[config.mk]
export PLATFORM = sky130hd
export DESIGN_NAME = unb_uart
export DESIGN_NICKNAME = d
export VERILOG_FILES = /design/src/unb_pkg.sv /design/src/unb_uart.sv
export SDC_FILE = /design/constraint.sdc
export NUM_CORES = 1
export LEC_CHECK = 0
export BUFFER_PORTS_ARGS = -buffer_cell sky130_fd_sc_hd__buf_4
export CORE_AREA = 5 5 119 121
export CTS_BUF_LIST = sky130_fd_sc_hd__clkbuf_4
export DETAILED_ROUTE_END_ITERATION = 10
export DIE_AREA = 0 0 124 126
export PLACE_DENSITY_LB_ADDON = 0.08
export SLEW_MARGIN = 20
export SYNTH_ARGS = -nofsm -noshare
export SYNTH_HDL_FRONTEND = slang
export SYNTH_SLANG_ARGS = --single-unit
[constraint.sdc]
create_clock -name core_clk -period 3.25 [get_ports core_clk]
set_input_delay 0.1625 -clock core_clk [delete_from_list [all_inputs] [get_ports core_clk]]
set_output_delay 0.1625 -clock core_clk [all_outputs]
set_load 0.1 [all_outputs]
[src/unb_pkg.sv]
// Constants for the nine-bit multiprocessor serial channel.
// Assumes a byte-wide register port using the channel's own register addresses.
package unb_pkg;
  // Register addresses
  localparam logic [7:0] ADDR_CTRL_HIGH = 8'hF9;
  localparam logic [7:0] ADDR_CTRL_LOW  = 8'hFA;
  localparam logic [7:0] ADDR_DATA      = 8'hFB;
  localparam logic [7:0] ADDR_BAUD      = 8'hFC;
  // Reset values
  localparam logic [7:0] CTRL_HIGH_RST  = 8'h00;
  localparam logic [7:0] CTRL_LOW_RST   = 8'h00;
  localparam logic [7:0] BAUD_RST       = 8'h00;
  // High control byte fields
  localparam int MODE_HI_BIT    = 7;
  localparam int MODE_LO_BIT    = 6;
  localparam int MP_FILTER_BIT  = 5;
  localparam int RX_ENABLE_BIT  = 4;
  localparam int TX_NINTH_BIT   = 3;
  localparam int RX_NINTH_BIT   = 2;
  localparam int RX_IRQ_EN_BIT  = 1;
  localparam int RX_PEND_BIT    = 0;
  // Low control byte fields
  localparam int PARITY_GEN_BIT = 7;
  localparam int TX_IRQ_EN_BIT  = 1;
  localparam int TX_PEND_BIT    = 0;
  // Oversampling: sixteen ticks per bit, sampled near the centre
  localparam logic [3:0] TICK_LAST   = 4'hF;
  localparam logic [3:0] TICK_CENTRE = 4'h7;
  localparam logic [3:0] TICK_RISE   = 4'h8;
  // Bit indices inside a frame (start bit is index 0)
  localparam logic [3:0] IDX_LAST_DATA  = 4'h8;
  localparam logic [3:0] IDX_TAIL       = 4'h9;
  localparam logic [3:0] IDX_STOP_NINE  = 4'hA;
  localparam logic [3:0] SYNC_BITS      = 4'h8;
  // Transmit buffer depth
  localparam logic [1:0] TX_BUF_DEPTH   = 2'h2;

  typedef enum logic [1:0] {
    MODE_SHIFT   = 2'b00,
    MODE_UART8   = 2'b01,
    MODE_UART9F  = 2'b10,
    MODE_UART9V  = 2'b11
  } unb_mode_type;

  typedef enum logic [1:0] {
    TX_IDLE  = 2'b00,
    TX_ASYNC = 2'b01,
    TX_SYNC  = 2'b10
  } unb_tx_state_type;

  typedef enum logic [1:0] {
    RX_IDLE  = 2'b00,
    RX_ASYNC = 2'b01,
    RX_SYNC  = 2'b10,
    RX_WAIT  = 2'b11
  } unb_rx_state_type;
endpackage

[src/unb_uart.sv]
// Nine-bit multiprocessor serial channel: control bytes, baud divider,
// two-entry transmit buffer, transmitter and receiver for all four modes.
// Assumes a synchronous byte register port and serial inputs already
// synchronous to core_clk, which serves as the channel's source clock.
`timescale 1ns/1ns
`default_nettype none
module unb_uart
  import unb_pkg::*;
(
  input  wire logic       core_clk,      // Channel and register clock
  input  wire logic       rst_b,         // Asynchronous reset, active low
  input  wire logic [7:0] reg_addr,      // Register address
  input  wire logic       reg_wr,        // Write strobe, one cycle
  input  wire logic       reg_rd,        // Read strobe, one cycle
  input  wire logic [7:0] reg_wdata,     // Write data
  output logic      [7:0] reg_rdata,     // Read data, one cycle after reg_rd
  output logic            tx_buf_ready,  // Transmit buffer can take a byte
  output logic            serial_tx_pin, // Serial out, or shift clock in shift mode
  input  wire logic       serial_rx_in,  // Receive pin level
  output logic            serial_rx_out, // Receive pin drive in shift mode
  output logic            serial_rx_oe,  // Receive pin driven while high
  output logic            rx_irq,        // Receive interrupt request
  output logic            tx_irq         // Transmit interrupt request
);

  typedef struct packed {
    logic [7:0]       conh;
    logic [7:0]       conl;
    logic [7:0]       baud;
    logic [7:0]       rxbuf;
    logic [7:0]       fifo0;
    logic [7:0]       fifo1;
    logic [1:0]       fcnt;
    logic [7:0]       pre;
    unb_tx_state_type txst;
    logic [10:0]      txsh;
    logic [3:0]       txbit;
    logic [3:0]       txsub;
    unb_rx_state_type rxst;
    logic [7:0]       rxsh;
    logic [3:0]       rxbit;
    logic [3:0]       rxsub;
    logic [7:0]       rdata;
    logic             tx_ready;
    logic             tx_pin;
    logic             rx_out;
    logic             rx_oe;
    logic             rx_irq;
    logic             tx_irq;
  } unb_state_type;

  unb_state_type s_q;
  unb_state_type s_d;

  // Next-state logic for the whole channel
  always_comb begin
    unb_mode_type mode;
    logic         tick;
    logic         nine;
    logic [7:0]   div;
    logic [7:0]   txbyte;
    logic         ninth;
    logic [3:0]   stop_idx;
    logic         pop;
    logic         push;
    mode     = unb_mode_type'(s_q.conh[MODE_HI_BIT:MODE_LO_BIT]);
    nine     = s_q.conh[MODE_HI_BIT];
    tick     = (s_q.pre == 8'h00);
    div      = 8'h00;
    txbyte   = s_q.fifo0;
    ninth    = 1'b0;
    stop_idx = 4'h0;
    pop      = 1'b0;
    push     = 1'b0;
    s_d      = s_q;

    // Prescaler giving sixteen ticks per bit
    div = (mode == MODE_UART9F) ? 8'h00 : s_q.baud;
    s_d.pre = tick ? div : s_q.pre - 8'h01;

    // Register writes; pending bits only clear on a written zero
    if (reg_wr) begin
      case (reg_addr)
        ADDR_CTRL_HIGH: begin
          s_d.conh = {reg_wdata[7:3], s_q.conh[RX_NINTH_BIT], reg_wdata[RX_IRQ_EN_BIT],
                      s_q.conh[RX_PEND_BIT] & reg_wdata[RX_PEND_BIT]};
        end
        ADDR_CTRL_LOW: begin
          s_d.conl = {reg_wdata[7:1], s_q.conl[TX_PEND_BIT] & reg_wdata[TX_PEND_BIT]};
        end
        ADDR_BAUD: begin
          s_d.baud = reg_wdata;
        end
        ADDR_DATA: begin
          push = (s_q.fcnt != TX_BUF_DEPTH);
        end
        default: begin
          push = 1'b0;
        end
      endcase
    end

    // Register reads; data address returns the receive buffer
    if (reg_rd) begin
      case (reg_addr)
        ADDR_CTRL_HIGH: s_d.rdata = s_q.conh;
        ADDR_CTRL_LOW:  s_d.rdata = s_q.conl;
        ADDR_DATA:      s_d.rdata = s_q.rxbuf;
        ADDR_BAUD:      s_d.rdata = s_q.baud;
        default:        s_d.rdata = 8'h00;
      endcase
    end

    // Parity generation overrides the programmed ninth bit
    ninth = s_q.conl[PARITY_GEN_BIT] ? ^txbyte : s_q.conh[TX_NINTH_BIT];
    stop_idx = nine ? IDX_STOP_NINE : IDX_TAIL;

    // Transmitter
    case (s_q.txst)
      TX_IDLE: begin
        s_d.tx_pin = 1'b1;
        if (s_q.fcnt != 2'h0) begin
          if (mode != MODE_SHIFT) begin
            pop = 1'b1;
            s_d.txst  = TX_ASYNC;
            s_d.txsh  = nine ? {1'b1, ninth, txbyte, 1'b0}
                             : {2'b11, txbyte, 1'b0};
            s_d.txbit = 4'h0;
            s_d.txsub = 4'h0;
            s_d.pre   = div;
          end else if (s_q.rxst == RX_IDLE) begin
            pop = 1'b1;
            s_d.txst  = TX_SYNC;
            s_d.txsh  = {3'b111, txbyte};
            s_d.txbit = 4'h0;
            s_d.txsub = 4'h0;
            s_d.pre   = div;
          end
        end
      end
      TX_ASYNC: begin
        s_d.tx_pin = s_q.txsh[0];
        if (tick) begin
          s_d.txsub = s_q.txsub + 4'h1;
          if (s_q.txsub == TICK_LAST) begin
            s_d.txsh  = {1'b1, s_q.txsh[10:1]};
            s_d.txbit = s_q.txbit + 4'h1;
            if (s_q.txbit + 4'h1 == stop_idx) begin
              s_d.conl[TX_PEND_BIT] = 1'b1;
            end
            if (s_q.txbit == stop_idx) begin
              s_d.txst = TX_IDLE;
            end
          end
        end
      end
      TX_SYNC: begin
        // Shift clock low in first half of each bit, data on rx pin
        s_d.tx_pin = (s_q.txsub >= TICK_RISE);
        if (tick) begin
          s_d.txsub = s_q.txsub + 4'h1;
          if (s_q.txsub == TICK_LAST) begin
            s_d.txsh  = {1'b1, s_q.txsh[10:1]};
            s_d.txbit = s_q.txbit + 4'h1;
            if (s_q.txbit + 4'h1 == SYNC_BITS) begin
              s_d.conl[TX_PEND_BIT] = 1'b1;
              s_d.txst = TX_IDLE;
            end
          end
        end
      end
      default: begin
        s_d.txst = TX_IDLE;
      end
    endcase

    // Two-entry transmit buffer; a write while full is dropped
    if (pop) begin
      s_d.fifo0 = s_q.fifo1;
    end
    if (push) begin
      if ((pop ? s_q.fcnt - 2'h1 : s_q.fcnt) == 2'h0) begin
        s_d.fifo0 = reg_wdata;
      end else begin
        s_d.fifo1 = reg_wdata;
      end
    end
    s_d.fcnt = s_q.fcnt + {1'b0, push} - {1'b0, pop};
    s_d.tx_ready = (s_d.fcnt != TX_BUF_DEPTH);

    // Receiver
    case (s_q.rxst)
      RX_IDLE: begin
        if (s_q.conh[RX_ENABLE_BIT]) begin
          if (mode != MODE_SHIFT && !serial_rx_in) begin
            s_d.rxst  = RX_ASYNC;
            s_d.rxbit = 4'h0;
            s_d.rxsub = 4'h0;
          end else if (mode == MODE_SHIFT && !s_q.conh[RX_PEND_BIT]
                       && s_q.txst == TX_IDLE && s_q.fcnt == 2'h0) begin
            s_d.rxst  = RX_SYNC;
            s_d.rxbit = 4'h0;
            s_d.rxsub = 4'h0;
            s_d.pre   = div;
          end
        end
      end
      RX_ASYNC: begin
        if (tick) begin
          s_d.rxsub = s_q.rxsub + 4'h1;
          if (s_q.rxsub == TICK_CENTRE) begin
            if (s_q.rxbit == 4'h0 && serial_rx_in) begin
              s_d.rxst = RX_IDLE; // Glitch, not a real start bit
            end else if (s_q.rxbit != 4'h0 && s_q.rxbit <= IDX_LAST_DATA) begin
              s_d.rxsh = {serial_rx_in, s_q.rxsh[7:1]};
            end else if (s_q.rxbit == IDX_TAIL) begin
              // Ninth bit in nine-bit modes, stop bit in eight-bit mode
              if (nine) begin
                s_d.conh[RX_NINTH_BIT] = serial_rx_in;
              end
              if (!s_q.conh[MP_FILTER_BIT] || serial_rx_in) begin
                s_d.rxbuf = s_q.rxsh;
                s_d.conh[RX_PEND_BIT] = 1'b1;
              end
              s_d.rxst = RX_WAIT;
            end
          end
          if (s_q.rxsub == TICK_LAST) begin
            s_d.rxbit = s_q.rxbit + 4'h1;
          end
        end
      end
      RX_WAIT: begin
        // Rearm only once the line is back at idle level
        if (serial_rx_in) begin
          s_d.rxst = RX_IDLE;
        end
      end
      RX_SYNC: begin
        s_d.tx_pin = (s_q.rxsub >= TICK_RISE);
        if (tick) begin
          s_d.rxsub = s_q.rxsub + 4'h1;
          if (s_q.rxsub == TICK_RISE) begin
            s_d.rxsh = {serial_rx_in, s_q.rxsh[7:1]};
          end
          if (s_q.rxsub == TICK_LAST) begin
            s_d.rxbit = s_q.rxbit + 4'h1;
            if (s_q.rxbit + 4'h1 == SYNC_BITS) begin
              s_d.rxbuf = s_q.rxsh;
              s_d.conh[RX_PEND_BIT] = 1'b1;
              s_d.rxst = RX_IDLE;
            end
          end
        end
      end
      default: begin
        s_d.rxst = RX_IDLE;
      end
    endcase

    // Receive pin is only driven while shifting out in shift mode
    s_d.rx_oe  = (s_d.txst == TX_SYNC);
    s_d.rx_out = s_d.txst == TX_SYNC ? s_d.txsh[0] : 1'b1;

    // Interrupt requests follow pending flags gated by enables
    s_d.rx_irq = s_d.conh[RX_PEND_BIT] & s_d.conh[RX_IRQ_EN_BIT];
    s_d.tx_irq = s_d.conl[TX_PEND_BIT] & s_d.conl[TX_IRQ_EN_BIT];
  end

  // State register
  always_ff @(posedge core_clk or negedge rst_b) begin
    if (!rst_b) begin
      s_q          <= '0;
      s_q.conh     <= CTRL_HIGH_RST;
      s_q.conl     <= CTRL_LOW_RST;
      s_q.baud     <= BAUD_RST;
      s_q.txst     <= TX_IDLE;
      s_q.rxst     <= RX_IDLE;
      s_q.tx_ready <= 1'b1;
      s_q.tx_pin   <= 1'b1;
      s_q.rx_out   <= 1'b1;
    end else begin
      s_q <= s_d;
    end
  end

  assign reg_rdata     = s_q.rdata;
  assign tx_buf_ready  = s_q.tx_ready;
  assign serial_tx_pin = s_q.tx_pin;
  assign serial_rx_out = s_q.rx_out;
  assign serial_rx_oe  = s_q.rx_oe;
  assign rx_irq        = s_q.rx_irq;
  assign tx_irq        = s_q.tx_irq;

endmodule
`default_nettype wire

Word-level counts from Yosys, hierarchy flattened --
Index checks and enable logic that the tools add are counted. Widths: inputs -> output; s select.
Word-level totals: bits in registers 111, input bits 21, output and inout port bits 14, word-level logic and storage cells 217
Cells by class: add/sub/neg operators 8, $lt $le $gt $ge 3, equal/unequal tests 44, muxes and demuxes 96, bitwise gates (word level) 5, reduce and logical (&&, ||, !) cells 35
Operator list (number):
- $mux 8 | 27
- $mux 29 | 3
- $pmux 19 s3 | 1
- $mux 18 | 3
- $mux 21 | 2
- $ne 2x2->1 const B | 20
- $mux 17 | 2
- $eq 8x8->1 const B | 4
- $pmux 8 s2 | 2
- $pmux 8 s4 | 1
- $mux 1 | 31
- $mux 2 | 14
- $eq 4x4->1 const B | 6
- $pmux 8 s3 | 1
- $mux 10 | 2
- $reduce_and 10->1 | 2
- $add 4x1->4 const B | 4
- $mux 16 | 1
- $reduce_and 7->1 | 2
- $eq 2x2->1 const B | 5
- $logic_not 2->1 | 5
- $reduce_and 5->1 | 2
- $ne 3x3->1 const B | 3
- $eq 4x4->1 | 2
- other kinds (26) | 46

Longest topological paths before layout --
word-level depth 11, mapped depth 11, gate-level depth less buffers 10

Least setup slack after synthesis --
No wires, ideal clock.
path kind reg-to-reg, start register s_q[61] (netlist bit), end register s_q (netlist bit tx_buf_ready), library setup time 0.081 ns, arrival 2.314 ns, required time 3.169 ns, setup slack 0.855 ns, cell stages (with the launch flop) 12, path buffers 1, period minus slack after synthesis 2.395 ns, cells stage by stage dfrtp_1 inv_1 ha_1 nand2b_1 nor2_1 buf_1 ha_1 inv_1 ha_1 xnor2_1 xnor2_1 nand2b_1
RTL lines:
- from (decl) | line unb_uart.sv:52 | unb_state_type s_q;

Worst setup path in the final report --
start register s_q[53] (netlist bit), end register s_q[38] (netlist bit)
Between the ends: word-level cells in the longest chain between the ends 3, elaborated cells between the ends (all ways) 4, those cells by class eq/ne: 2; reduce/logical: 2
RTL lines:
- $logic_not 8->1 * | line unb_uart.sv:68 | tick = (s_q.pre == 8'h00);
- $ne 2x2->1 (no source line)
- $reduce_and 7->1 (no source line) *
Every way passes the cells marked *; elsewhere a longest branch is shown, timed or not. A chain may end at the register's enable or synchronous reset.

==> impl_metrics.tcl <==
set metrics [dict create \
    syn_area_per_cell_sq_um 10.8 \
    cts-htree-levels 3 \
    grtUsageTotal_pct 19.2 \
    synth_edf_count 0 \
    r2r_setup_slack_ps 670 \
    initial_utilization_pct 45.7 \
    dieArea_sq_um 15600 \
    drive_above_1_share_pct 21.4 \
    hold_violations 0 \
    syn_inst 551 \
    ys_seq_area_share_pct 46.9 \
    synth_top_area_share_pct 45.6 \
    vias 4480 \
    fmax_mhz 388 \
    finalSetupTns_ps 0 \
    insertion_delay_ps 500 \
    netlist_area_sq_um 5930 \
    syn2layout_area_growth_pct 11.8 \
    antenna_found_initial 1 \
    fin_crit_ps 2580 \
    clockBufferDepth 2 \
    r2r-end "s_q[38]$_DFFE_PN0P_" \
    cap_violations 0 \
    finalCritPeriodShare_pct 79.4 \
    async_flop_share_pct 100 \
    outcome "completed" \
    yosys.cell_types.count 72 \
    p_per_area_nw_per_um2 547 \
    fillCellCount 1175 \
    worstPathMaxFanout 14 \
    grt_pass1_wl_um 23500 \
    r2r_start "s_q[53]$_DFF_PN0_" \
    final_cell_mix "108 x dfrtp_1, 48 x mux2_2, 45 x buf_4, 41 x nand2_1, 33 x inv_1" \
    top_usage_layer "met2" \
    drv_slew 0 \
    synth-seq-cells 111 \
    worst_pin_slew_ps 702 \
    synth_top_area_cell "dfrtp_1" \
    rows 42 \
    drt_wl_total_um 14300 \
    hold_path_class "primary input to asynchronous set/reset pin" \
    place_congestion 0.862 \
    setup.worst_path.class "flip-flop to flip-flop" \
    routedWlPerCell_um 18.4 \
    cts_tree "yes" \
    rsz0062_at_grt "false" \
    ff2ff_path_depth 7 \
    drt-vias-per-instance 5.78 \
    setup.worst_path.start_class "flip-flop" \
    drcViolationCount 0 \
    yosys-top-cells-area "dfrtp_1 46%, mux2_2 9.1%, ha_1 4.6%" \
    slew_headroom_pct 53.1 \
    cts.clk_slew.worst_paths_ps 180 \
    cts.root.buffer_cell "clkbuf_4" \
    ant_nets 0 \
    nNetsFinal 636 \
    p_leak_nw 2.95 \
    ios 35 \
    worst_clock_skew_ps 23.2 \
    synth_ff_type "dfrtp_1" \
    syn_nets 594 \
    use_met3_pct 2.69 \
    core-area_sq_um 13000 \
    final_common_cell "dfrtp_1" \
    io_buffers 34 \
    dr.pass1.iters 5 \
    grt_max_degree 112 \
    grt_pass1_vias 4342 \
    die_w_um 124 \
    numCtsBuffers 9 \
    postCtsSetupBuffers 0 \
    grtUsageMet2_pct 30.8 \
    die_y_um 126 \
    power_mw 3.63 \
    yosys_warnings 0 \
    vdd_ir_drop_max_uv 248 \
    grt-ovfl-total 0 \
    cts_sinks 111 \
    multi_input_area_sq_um 2890 \
    worst_ep_required_time_ps 3650 \
    end_kind "flip-flop" \
    place_hpwl_um 10400 \
    drt_iter0_drc 516 \
    arrival_ps 2980 \
    register_area_sq_um 2780 \
    use_met1_pct 26.3 \
    setup_viol 0 \
]
-- critical path: stages (launching register included) --
cell	delay, ps
dfrtp_1	440
inv_1	60
ha_1	180
or3b_2	500
nor3_2	540
o21ai_2	310
o21bai_1	260
a21o_1	180
-- sequential cells by signal, indices dropped and copies added, names as in the netlist --
signal         flops
tx_irq             1
serial_tx_pin      1
tx_buf_ready       1
serial_rx_out      1
reg_rdata          8
serial_rx_oe       1
rx_irq             1
s_q               97
-- kinds of logic after synthesis --
kind of cell / after synthesis / synth area share, %
AOI/OAI and AO/OA: 130 / 16.1
xor gates and xnor gates: 19 / 2.81
adders and majority gates: 22 / 4.64
buffers and inverters: 59 / 4.28
DFF: 111 / 46.9
muxes: 57 / 10.6
and+or+nand+nor: 153 / 14.6
-- report_power, final --
| part | switching (mW) | internal (mW) |
|---|---|---|
| logic | 0.624 | 0.475 |
| registers | 0.232 | 1.57 |
| clock network | 0.484 | 0.236 |
-- worst max path at each step --
stage / from / end / slack (ps) / cells past startpoint
finish: s_q[53]$_DFF_PN0_ / s_q[38]$_DFFE_PN0P_ / 670 / 7
global route: s_q[53]$_DFF_PN0_ / s_q[38]$_DFFE_PN0P_ / 470 / 7
CTS: s_q[53]$_DFF_PN0_ / s_q[38]$_DFFE_PN0P_ / 660 / 7
detailed placement: s_q[53]$_DFF_PN0_ / s_q[49]$_DFFE_PN0P_ / 720 / 6
global placement: s_q[53]$_DFF_PN0_ / s_q[42]$_DFFE_PN0P_ / 780 / 6
floorplan: s_q[61]$_DFF_PN0_ / tx_buf_ready$_DFF_PN1_ / 850 / 11
-- layout make-up --
type                       instances  share of cell area [%]
antenna                            1                  0.0378
sequential                       111                    42.0
tap                              176                    3.32
clock buffer                       9                    1.02
inverter                          33                    1.87
timing repair buffer              57                    7.06
multi-input combinational        381                    43.6
clock inverter                     7                    1.09
-- layer usage --
metal / share of wire, % / routed length (um) / vias to the layer above
met5: 0 / 0 / -
met4: 2.5 / 359 / 0
li1: - / - / 2124
met1: 44 / 6320 / 2232
met3: 3.5 / 499 / 25
met2: 50 / 7080 / 99
-- metrics by stage --
| stage | utilization (%) | hold slack, ps | setup slack (ps) | instances | cell area (sq um) |
|---|---|---|---|---|---|
| 3_5_place_dp | 49.1 | 297 | 717 | 747 | 6380 |
| 2_1_floorplan | - | -133 | 855 | 551 | 5930 |
| 6_report | 51.1 | 225 | 670 | 775 | 6630 |
| 3_3_place_gp | 49.1 | 297 | 785 | 747 | 6380 |
| 5_1_grt | 51.1 | 271 | 472 | 775 | 6630 |
| 4_1_cts | 51.1 | 222 | 665 | 774 | 6630 |
-- synth_stat cells, types with 3 or more instances --
cell and n:
a222oi_1 13, and3_1 6, a221o_1 5, xnor2_1 17, dfstp_2 3, o211ai_1 3, nor3b_1 3, mux2_2 48
a32o_1 3, nor3_1 8, inv_1 33, a21o_1 3, buf_1 3, o21ai_0 27, a22oi_1 4, nand2b_1 7
a21boi_0 12, dfrtp_1 108, o22ai_1 9, nand3_1 15, clkbuf_1 13, buf_4 8, nor2b_1 11, nand4_1 7
mux2i_1 9, o2111ai_1 6, and2_1 3, a31oi_1 4, nand2_1 41, nor2_1 27, and3b_1 4, ha_1 22
a21oi_1 15
-- timing repair --
| item | 4_1_cts | 5_1_grt |
|---|---|---|
| setup endpoints to repair | 0 | 0 |
| hold buffers | 11 | 0 |
| resized for setup | 0 | 0 |
| hold endpoints to repair | 155 | 0 |
No activity file was read; power rests on OpenSTA's default activity.
